===== config.mk =====
export PLATFORM = sky130hd
export DESIGN_NAME = pcfd_core
export DESIGN_NICKNAME = d
export VERILOG_FILES = /design/src/core/pcfd_pkg.sv /design/src/core/pcfd_core.sv
export SDC_FILE = /design/constraint.sdc
export NUM_CORES = 1
export LEC_CHECK = 0
export ABC_AREA = 1
export BUFFER_PORTS_ARGS = -buffer_cell sky130_fd_sc_hd__buf_2
export CORE_ASPECT_RATIO = 1.25
export CORE_MARGIN = 4
export CORE_UTILIZATION = 30
export DETAILED_ROUTE_END_ITERATION = 7
export PLACE_DENSITY = 0.69
export SYNTH_ARGS = -nofsm -noshare
export SYNTH_HDL_FRONTEND = slang
export SYNTH_SLANG_ARGS = --single-unit

===== constraint.sdc =====
create_clock -name clk -period 1.8 [get_ports clk]
set_clock_uncertainty 0.05 [all_clocks]
set_input_delay 0 -clock clk [delete_from_list [all_inputs] [get_ports clk]]
set_output_delay 0 -clock clk [all_outputs]
set_load 0.01 [all_outputs]

===== src/core/pcfd_pkg.sv =====
package pcfd_pkg;

  // ----------------------------------------------------------------
  // register map
  // ----------------------------------------------------------------
  localparam logic [7:0] ADDR_CTRL      = 8'h00; // control word
  localparam logic [7:0] ADDR_STATUS    = 8'h04; // live state
  localparam logic [7:0] ADDR_LOCK_LEFT = 8'h08; // lock wait left

  // control field positions
  localparam int CTRL_SOFT_CLEAR = 0;  // write 1: phase clear pulse
  localparam int CTRL_FORCE_OFF  = 1;  // 1: outputs high impedance

  // status field positions
  localparam int ST_LOCKED   = 0;      // lock wait elapsed
  localparam int ST_TEST     = 1;      // bypass mode active
  localparam int ST_DIV_LO   = 2;      // divider count, two bits
  localparam int ST_SEL_LO   = 4;      // select code, two bits
  localparam int ST_FEEDBACK = 6;      // feedback pin level
  localparam int ST_ENABLED  = 7;      // outputs driven

  // reset values
  localparam logic [1:0]  DIV_RESET  = 2'h0;  // divider start phase
  localparam logic        FORCE_RST  = 1'b0;  // outputs not forced off
  localparam logic [31:0] WORD_ZERO  = 32'h0000_0000;

  // ----------------------------------------------------------------
  // timing
  // ----------------------------------------------------------------
  localparam int LOCK_TIME_US  = 50;   // longest lock interval
  localparam int CLK_PERIOD_NS = 100;  // 10 MHz core clock
  // longest time rounds down
  localparam int LOCK_CYCLES   = (LOCK_TIME_US * 1000) / CLK_PERIOD_NS;
  localparam int LOCK_W        = 10;   // counter width, holds 500

  // ----------------------------------------------------------------
  // types
  // ----------------------------------------------------------------
  typedef struct packed {
    logic force_off;                   // software output disable
  } pcfd_ctrl_type;

  typedef struct packed {
    logic [2:0] four;                  // bank four lines
    logic [2:0] three;                 // bank three lines
    logic [2:0] two;                   // bank two lines
    logic [2:0] one;                   // bank one lines
  } pcfd_banks_type;

endpackage : pcfd_pkg


===== src/core/pcfd_core.sv =====
// Implementation choices: the APB interface to the registers and the placing of the registers.
`timescale 1ns/100ps

// Operation
// - enable low drives outputs, high floats them
// - clear falling edge forces outputs low at once, divider zeroed at next edge
// - clear gives half-rate outputs a known phase
// - selects pick up to nine outputs by threes
// - test high bypasses the loop
// - banks one to three carry half or quarter
// - bank four carries half rate unless test is high
// - every output has even high/low split
// - lock wait after select, clear, enable, reset
// - re-enabling outputs restarts lock wait
// - two-bit counter divides the vco
// - LL none, LH one, HL two, HH three
module pcfd_core
  import pcfd_pkg::*;
#(
  parameter int ADDR_W = 8             // apb address width
)(
  input  wire logic              clk,                     // vco clock
  input  wire logic              reset,                   // async, high
  input  wire logic              reference_clock_in,      // reference
  input  wire logic              loop_feedback_in,        // fed-back out
  input  wire logic              half_rate_phase_clear_n, // phase clear
  input  wire logic              output_enable_n,         // enable, low
  input  wire logic              test_mode,               // bypass
  input  wire logic              bank_rate_select_hi,     // select msb
  input  wire logic              bank_rate_select_lo,     // select lsb
  output logic [2:0]             bank_one_clock_out,      // bank one
  output logic [2:0]             bank_two_clock_out,      // bank two
  output logic [2:0]             bank_three_clock_out,    // bank three
  output logic [2:0]             bank_four_clock_out,     // bank four
  output logic [11:0]            bank_clock_oe,           // drive enables
  output logic                   pll_locked,              // lock wait done
  input  wire logic              psel,                    // apb select
  input  wire logic              penable,                 // apb enable
  input  wire logic              pwrite,                  // apb write
  input  wire logic [ADDR_W-1:0] paddr,                   // apb address
  input  wire logic [31:0]       pwdata,                  // apb wdata
  output logic [31:0]            prdata,                  // apb rdata
  output logic                   pready,                  // apb ready
  output logic                   pslverr                  // apb error
);

  // ----------------------------------------------------------------
  // state
  // ----------------------------------------------------------------
  logic [1:0]        div_count;        // two-bit vco divider
  logic              clear_n_prev;     // clear level last cycle
  logic [1:0]        sel_prev;         // select code last cycle
  logic              oe_prev;          // drive state last cycle
  logic [LOCK_W-1:0] lock_left;        // cycles until lock
  pcfd_ctrl_type     ctrl;             // software control
  logic              soft_clear;       // one-cycle software clear

  // ----------------------------------------------------------------
  // decode
  // ----------------------------------------------------------------
  wire logic [1:0] sel_code    = {bank_rate_select_hi,
                                  bank_rate_select_lo};
  wire logic       pin_clear   = clear_n_prev
                                 & ~half_rate_phase_clear_n;
  wire logic       clear_now   = pin_clear | soft_clear;
  wire logic       drive_on    = ~output_enable_n & ~ctrl.force_off;
  wire logic       sel_change  = sel_code != sel_prev;
  wire logic       oe_rise     = drive_on & ~oe_prev;
  wire logic       relock      = sel_change | clear_now | oe_rise;
  // divider taps, forced low during the clear cycle itself
  wire logic       tap_half    = div_count[0] & ~clear_now;
  wire logic       tap_quarter = div_count[1] & ~clear_now;

  // apb decode
  wire logic       setup_ph    = psel & ~penable;
  wire logic       access_ph   = psel & penable;
  wire logic       hit_ctrl    = paddr == ADDR_W'(ADDR_CTRL);
  wire logic       hit_status  = paddr == ADDR_W'(ADDR_STATUS);
  wire logic       hit_left    = paddr == ADDR_W'(ADDR_LOCK_LEFT);
  wire logic       mapped      = hit_ctrl | hit_status | hit_left;
  wire logic       wr_ctrl     = access_ph & pwrite & hit_ctrl;

  // ----------------------------------------------------------------
  // bank steering
  // ----------------------------------------------------------------
  pcfd_banks_type banks;               // per-bank line values
  logic [2:0]     bank_alt;            // bank runs at quarter rate

  genvar b;
  generate
    for (b = 0; b < 3; b++)
    begin : g_alt
      // code above bank index selects it
      assign bank_alt[b] = sel_code > 2'(b);
    end
  endgenerate

  // test mode passes the reference, else divider taps
  assign banks.one   = {3{test_mode ? reference_clock_in
                          : (bank_alt[0] ? tap_quarter : tap_half)}};
  assign banks.two   = {3{test_mode ? reference_clock_in
                          : (bank_alt[1] ? tap_quarter : tap_half)}};
  assign banks.three = {3{test_mode ? reference_clock_in
                          : (bank_alt[2] ? tap_quarter : tap_half)}};
  assign banks.four  = {3{test_mode ? reference_clock_in
                          : tap_half}};

  assign bank_one_clock_out   = banks.one;
  assign bank_two_clock_out   = banks.two;
  assign bank_three_clock_out = banks.three;
  assign bank_four_clock_out  = banks.four;
  assign bank_clock_oe        = {12{drive_on}};
  assign pll_locked           = lock_left == '0;

  // ----------------------------------------------------------------
  // divider
  // ----------------------------------------------------------------
  // counts every vco cycle; taps toggle at even duty
  always_ff @(posedge clk or posedge reset)
  begin
    if (reset)
      div_count <= DIV_RESET;
    else if (clear_now)
      div_count <= DIV_RESET;
    else
      div_count <= div_count + 2'h1;
  end

  // ----------------------------------------------------------------
  // edge history
  // ----------------------------------------------------------------
  // previous levels for edge and change detection
  always_ff @(posedge clk or posedge reset)
  begin
    if (reset)
    begin
      clear_n_prev <= 1'b1;
      sel_prev     <= 2'h0;
      oe_prev      <= 1'b0;
    end
    else
    begin
      clear_n_prev <= half_rate_phase_clear_n;
      sel_prev     <= sel_code;
      oe_prev      <= drive_on;
    end
  end

  // ----------------------------------------------------------------
  // lock wait
  // ----------------------------------------------------------------
  // reloads on any disturbance, counts down to lock
  always_ff @(posedge clk or posedge reset)
  begin
    if (reset)
      lock_left <= LOCK_W'(LOCK_CYCLES);
    else if (relock)
      lock_left <= LOCK_W'(LOCK_CYCLES);
    else if (lock_left != '0)
      lock_left <= lock_left - LOCK_W'(1);
  end

  // ----------------------------------------------------------------
  // apb slave
  // ----------------------------------------------------------------
  logic [31:0] read_word;              // selected read value
  always_comb
  begin
    read_word = WORD_ZERO;
    if (hit_ctrl)
      read_word[CTRL_FORCE_OFF] = ctrl.force_off;
    else if (hit_status)
    begin
      read_word[ST_LOCKED]            = pll_locked;
      read_word[ST_TEST]              = test_mode;
      read_word[ST_DIV_LO +: 2]       = div_count;
      read_word[ST_SEL_LO +: 2]       = sel_code;
      read_word[ST_FEEDBACK]          = loop_feedback_in;
      read_word[ST_ENABLED]           = drive_on;
    end
    else if (hit_left)
      read_word[LOCK_W-1:0] = lock_left;
  end

  // zero wait: read data and error captured in setup
  assign pready = 1'b1;

  always_ff @(posedge clk or posedge reset)
  begin
    if (reset)
    begin
      prdata  <= WORD_ZERO;
      pslverr <= 1'b0;
    end
    else if (setup_ph)
    begin
      prdata  <= pwrite ? WORD_ZERO : read_word;
      pslverr <= ~mapped;
    end
  end

  // control register and self-clearing clear pulse
  always_ff @(posedge clk or posedge reset)
  begin
    if (reset)
    begin
      ctrl.force_off <= FORCE_RST;
      soft_clear     <= 1'b0;
    end
    else
    begin
      soft_clear <= wr_ctrl & pwdata[CTRL_SOFT_CLEAR];
      if (wr_ctrl)
        ctrl.force_off <= pwdata[CTRL_FORCE_OFF];
    end
  end
endmodule : pcfd_core


# Yosys cells after proc, flatten, opt, wreduce, memory -nomap -nowiden

Cells that the tools add are included.

Register bits after elaboration: 51
Output and inout port bits: 59
Word-level logic and storage cells: 60
Input bits: 52

Order comparisons: 3
Add/sub/neg operators: 2
Reduce and logical (&&, ||, !) cells: 4
Multiplexer cells: 17
Bitwise operators: 22
Equal/unequal tests: 3

Operator list:

| cell                                                                            | number |
|---|---|
| 10-bit 2-to-1 mux                                                               | 4 |
| 8-bit 2-to-1 mux                                                                | 2 |
| 1-bit bitwise AND                                                               | 10 |
| 10-bit logical NOT                                                              | 1 |
| 10-bit nonzero test                                                             | 1 |
| 10-bit by 1-bit subtractor with 10-bit output, second input constant            | 1 |
| 1-bit 2-to-1 mux                                                                | 9 |
| 8-bit by 3-bit equality test with 1-bit output, second input constant           | 1 |
| 8-bit by 4-bit equality test with 1-bit output, second input constant           | 1 |
| 8-bit logical NOT                                                               | 1 |
| 1-bit inverter                                                                  | 7 |
| 1-bit OR                                                                        | 5 |
| 2-bit by 1-bit greater-than comparator with 1-bit output, second input constant | 2 |
| 2-bit 2-to-1 mux                                                                | 2 |
| 2-bit by 1-bit adder with 2-bit output, second input constant                   | 1 |
| 2-bit greater-than comparator, second input constant                            | 1 |
| 2-bit inequality test                                                           | 1 |
| 2-bit nonzero test                                                              | 1 |

# Longest topological paths before layout

Depth in word-level cells: 7
Depth in mapped cells: 9
Mapped depth without buffers: 9

# Worst setup path before layout

Ideal clock, no wire load.

Path type: register to register
From: reg ctrl
To: reg lock_left[1]
Data arrival time: 1.387 ns
Path slack: 0.244 ns
Required time: 1.631 ns
Path buffers: 1
Period minus slack after synthesis: 1.556 ns
Stages on the path, launching flop included: 8
Setup time: 0.119 ns
Cells stage by stage: dfrtp_1 > nor2_1 > nand2_1 > nand2_1 > nor2_4 > buf_6 > nand3b_1 > o21ai_2

Longest elaborated chain between the ends: 5
Elaborated cells between the ends (all ways): 6
Classes of those cells: mux: 1; bitwise: 4; reduce/logical: 1

RTL lines:

| item                                                           | line             | text |
|---|---|---|
| from (decl)                                                    | pcfd_core.sv:55  | `pcfd_ctrl_type ctrl;` |
| 1-bit inverter (*)                                             | pcfd_core.sv:66  | `wire logic drive_on = ~output_enable_n & ~ctrl.force_off;` |
| 1-bit bitwise AND (*)                                          | pcfd_core.sv:66  |  |
| net drive_on                                                   | pcfd_core.sv:66  |  |
| 1-bit bitwise AND (*)                                          | pcfd_core.sv:68  | `wire logic oe_rise = drive_on & ~oe_prev;` |
| 1-bit OR (*)                                                   | pcfd_core.sv:69  | `wire logic relock = sel_change \| clear_now \| oe_rise;` |
| 10-bit 2-to-1 mux / 2-bit nonzero test (equally long branches) | -                |  |
| to (signal assigned)                                           | pcfd_core.sv:156 | `lock_left <= LOCK_W'(LOCK_CYCLES);` |
| to (signal assigned)                                           | pcfd_core.sv:158 | `lock_left <= LOCK_W'(LOCK_CYCLES);` |
| to (signal assigned)                                           | pcfd_core.sv:160 | `lock_left <= lock_left - LOCK_W'(1);` |
| to (decl)                                                      | pcfd_core.sv:54  | `logic [LOCK_W-1:0] lock_left;` |

Mark *: on every way through the listed nets, which the timed path passes. The rest lies on a longest branch.
A chain may end at the register's enable or synchronous reset.

# Final worst setup path

From: reg lock_left[0]
To: out pll_locked

Longest elaborated chain between the ends: 1

RTL lines:

| item               | line             | text |
|---|---|---|
| 10-bit logical NOT | pcfd_core.sv:113 | `assign pll_locked = lock_left == '0;` |
| to (decl)          | pcfd_core.sv:36  | `output logic pll_locked,` |

Every way passes these cells.

==> impl_metrics.py <==
metrics = {
    "logic_synthesis": {
        "synthCells": 275,
        "synth_cell_types": 29,
        "synth_area_sq_mm": 0.00202,
        "synth_edf_count": 0,
        "yosysMostFrequentCell": "nand2_1",
        "synthArstFlopShare_pct": 100,
        "synth-seq-cells": 29,
        "yosysWarningCount": 0,
        "synth_common_cells": "nand2_1, buf_4, inv_1",
        "yosysTopAreaCellShare_pct": 27.3,
        "syn_avg_cell_area_sq_um": 7.33,
        "synth.area.top_cells": "dfrtp_1, buf_4, nand2_1",
        "synth_top_area_cell": "dfrtp_1",
        "synth_ff_type": "dfrtp_1",
        "yosysSeqAreaShare_pct": 36.4,
    },
    "global_routing": {
        "met1_usage_pct": 12.0,
        "grt_pass1_vias": 1584,
        "grt_overflow": 0,
        "grt_util_met3_pct": 2.99,
        "grt_max_degree": 30,
        "grt_busiest_layer": "met2",
        "use_met2_pct": 19.4,
        "grt_use_total_pct": 10.8,
        "antenna_found_initial": 0,
        "grt_pass1_wl_microns": 6910,
    },
    "floorplanning": {
        "die_x_microns": 81.3,
        "num_io_pins": 111,
        "die_y_microns": 99.7,
        "core_sq_mm": 0.00657,
        "start_util_pct": 30.7,
        "rows": 33,
        "die-area_sq_mm": 0.00811,
    },
    "power_and_ir_drop": {
        "p_total_mw": 1.44,
        "p_seq_share_pct": 48.0,
        "p_sw_share_pct": 28.5,
        "switching_power_mw": 0.412,
        "power.density_mw_per_mm2": 624,
        "vdd_ir_drop_max_mv": 0.252,
        "p_leak_nw": 1.37,
        "power.share.clock_pct": 35.0,
        "p_int_mw": 1.03,
        "comb_power_share_pct": 17.0,
    },
    "cts": {
        "cts_buffers": 5,
        "h-tree-depth": 2,
        "tritoncts": "yes",
        "clk-insertion-delay-late_ns": 0.28,
        "clk_transition_reported_paths_ns": 0.06,
        "cts_resized": 0,
        "cts.sinks": 29,
        "clock-root-buffer": "clkbuf_8",
        "cts_buffer_depth": 2,
    },
    "cells_and_area": {
        "seq_area_sq_um": 734,
        "layout-drive-gt1-share_pct": 28.7,
        "postLayoutCellArea_sq_mm": 0.00231,
        "area_delta_synth_final_pct": 14.8,
        "nNetsFinal": 377,
        "instances_no_fill": 411,
        "n_fill_cell": 681,
        "multi_input_comb_area_sq_um": 872,
        "antennaDiodeCount": 0,
    },
    "drt": {
        "ant_nets": 0,
        "drcViolationCount": 0,
        "wl_per_cell_microns": 10.3,
        "firstDrtPassIters": 4,
        "drt-total-wl_microns": 4230,
        "drtIter0Drc": 59,
        "viasPerCell": 4.17,
        "via_count": 1714,
    },
    "worst_setup_path": {
        "reg2reg_depth": 7,
        "criticalPathCategory": "flip-flop to output pin",
        "arrival_ns": 1.46,
        "crit_path_end_kind": "output pin",
        "worstReg2RegEnd": "lock_left[1]",
        "r2r_start": "lock_left[0]",
        "path_max_fanout": 8,
        "cp-start-kind": "flip-flop",
        "crit_end": "pll_locked",
        "cp-startpoint": "lock_left[0]",
        "required_ns": 1.75,
        "path_buf_inv": 2,
        "cpMaxStageDelayCell": "dfrtp_1",
        "path_depth": 5,
        "crit_path_cell_trace": "inv_1, ha_1, nand3_2, nor2_8, buf_2",
        "critPathTopFamily": "flip-flops",
        "reg2reg_slack_ns": 0.37,
        "max_stage_delay_ns": 0.37,
    },
    "worst_hold_path": {
        "hp-class": "input port to flip-flop",
        "hp-start": "output_enable_n",
    },
    "status": {
        "outcome": "finished, final reports clean",
    },
    "flow_run": {
        "drv_cap": 0,
    },
    "place": {
        "gp_congestion": 0.844,
        "dpl.hpwl_microns": 3390,
        "portBuffers": 57,
        "pre_cts_ws_ns": 0.376,
        "dp.cells": 396,
        "dpl_cell_area_sq_mm": 0.00216,
    },
    "timing": {
        "max_freq_ghz": 0.662,
        "slew_viol_final": 0,
        "min_period_over_period_pct": 83.9,
        "setup_tns_ns": 0,
        "rsz0062_at_grt": "no",
        "finalSetupViolations": 0,
        "setup_slack_ns": 0.290,
        "hold_violations": 0,
        "fin_crit_ns": 1.51,
    },
}
-- worst min-delay path: cells and delay by family --
| kind | cells | cell delay, ns |
|---|---|---|
| buf+inv | 2 | 0.25 |
| simple gates | 1 | 0.05 |
-- cells in the final DEF, fill, tap and decap left out, types with 4 or more instances in the layout --
master,synthesis,final
nor2_1,15,15
dfstp_2,7,7
clkbuf_8,0,5
dfrtp_1,22,22
buf_2,1,57
nand3_1,24,24
nand2_1,76,76
nor2_2,4,4
inv_1,35,35
inv_2,4,4
o21ai_0,12,12
conb_1,2,23
dlygate4sd3_1,0,7
-- area by class of cell --
type	instances	area share, %
Timing Repair Buffer	66	16.0
Tap cell	87	4.70
Multi-Input combinational cell	182	37.7
Sequential cell	29	31.7
Inverter	39	6.32
Clock inverter	2	0.432
Clock buffer	6	3.14
-- registers in the layout (all words and copies together) (netlist names) --
signal	flops
clear_n_prev	1
ctrl	1
div_count	2
lock_left	10
oe_prev	1
prdata	10
pslverr	1
sel_prev	2
soft_clear	1
-- cells by family after synthesis --
logic type	synth area share [%]
and+or+nand+nor	31.1
buffers and inverters	24.3
DFF	36.4
AOI/OAI and AO/OA	5.77
xor gates and xnor gates	0.869
adders and majority gates	1.24
other	0.372
-- routing by layer --
layer  vias up  wire length, microns
met1       778                  1650
met5         -                     0
met4         0                    62
li1        875                     -
met3         6                   316
met2        55                  2200
-- worst min path at each step --
stage,endpoint,cells after the start,slack [ns]
after global placement,prdata[7],3,0.04
after detailed placement,soft_clear,3,0.04
after global routing,oe_prev,3,0.03
final,oe_prev,3,0.02
after CTS,oe_prev,3,0.01
after floorplan,clear_n_prev,0,-0.05
-- timing repair --
action	CTS	global route
buffers inserted	0	0
endpoints found under the hold margin	28	0
hold buffers	7	0
-- power groups by stage --
stage               Sequential [mW]  Clock (mW)  Combinational (mW)
global placement              0.703           0               0.232
finish                        0.693       0.506               0.246
floorplan                     0.702           0               0.219
CTS                           0.693       0.525               0.248
global route                  0.697       0.545               0.282
detailed placement            0.704           0               0.236
-- through the flow --
stage          hold slack [ns]  util [%]
5_1_grt                 0.0316      35.3
4_1_cts                 0.0112      35.3
3_3_place_gp            0.0398      32.9
2_1_floorplan          -0.0455         -
6_report                0.0155      35.3
3_5_place_dp            0.0374      32.9
Power figures use the tool's default switching activity.
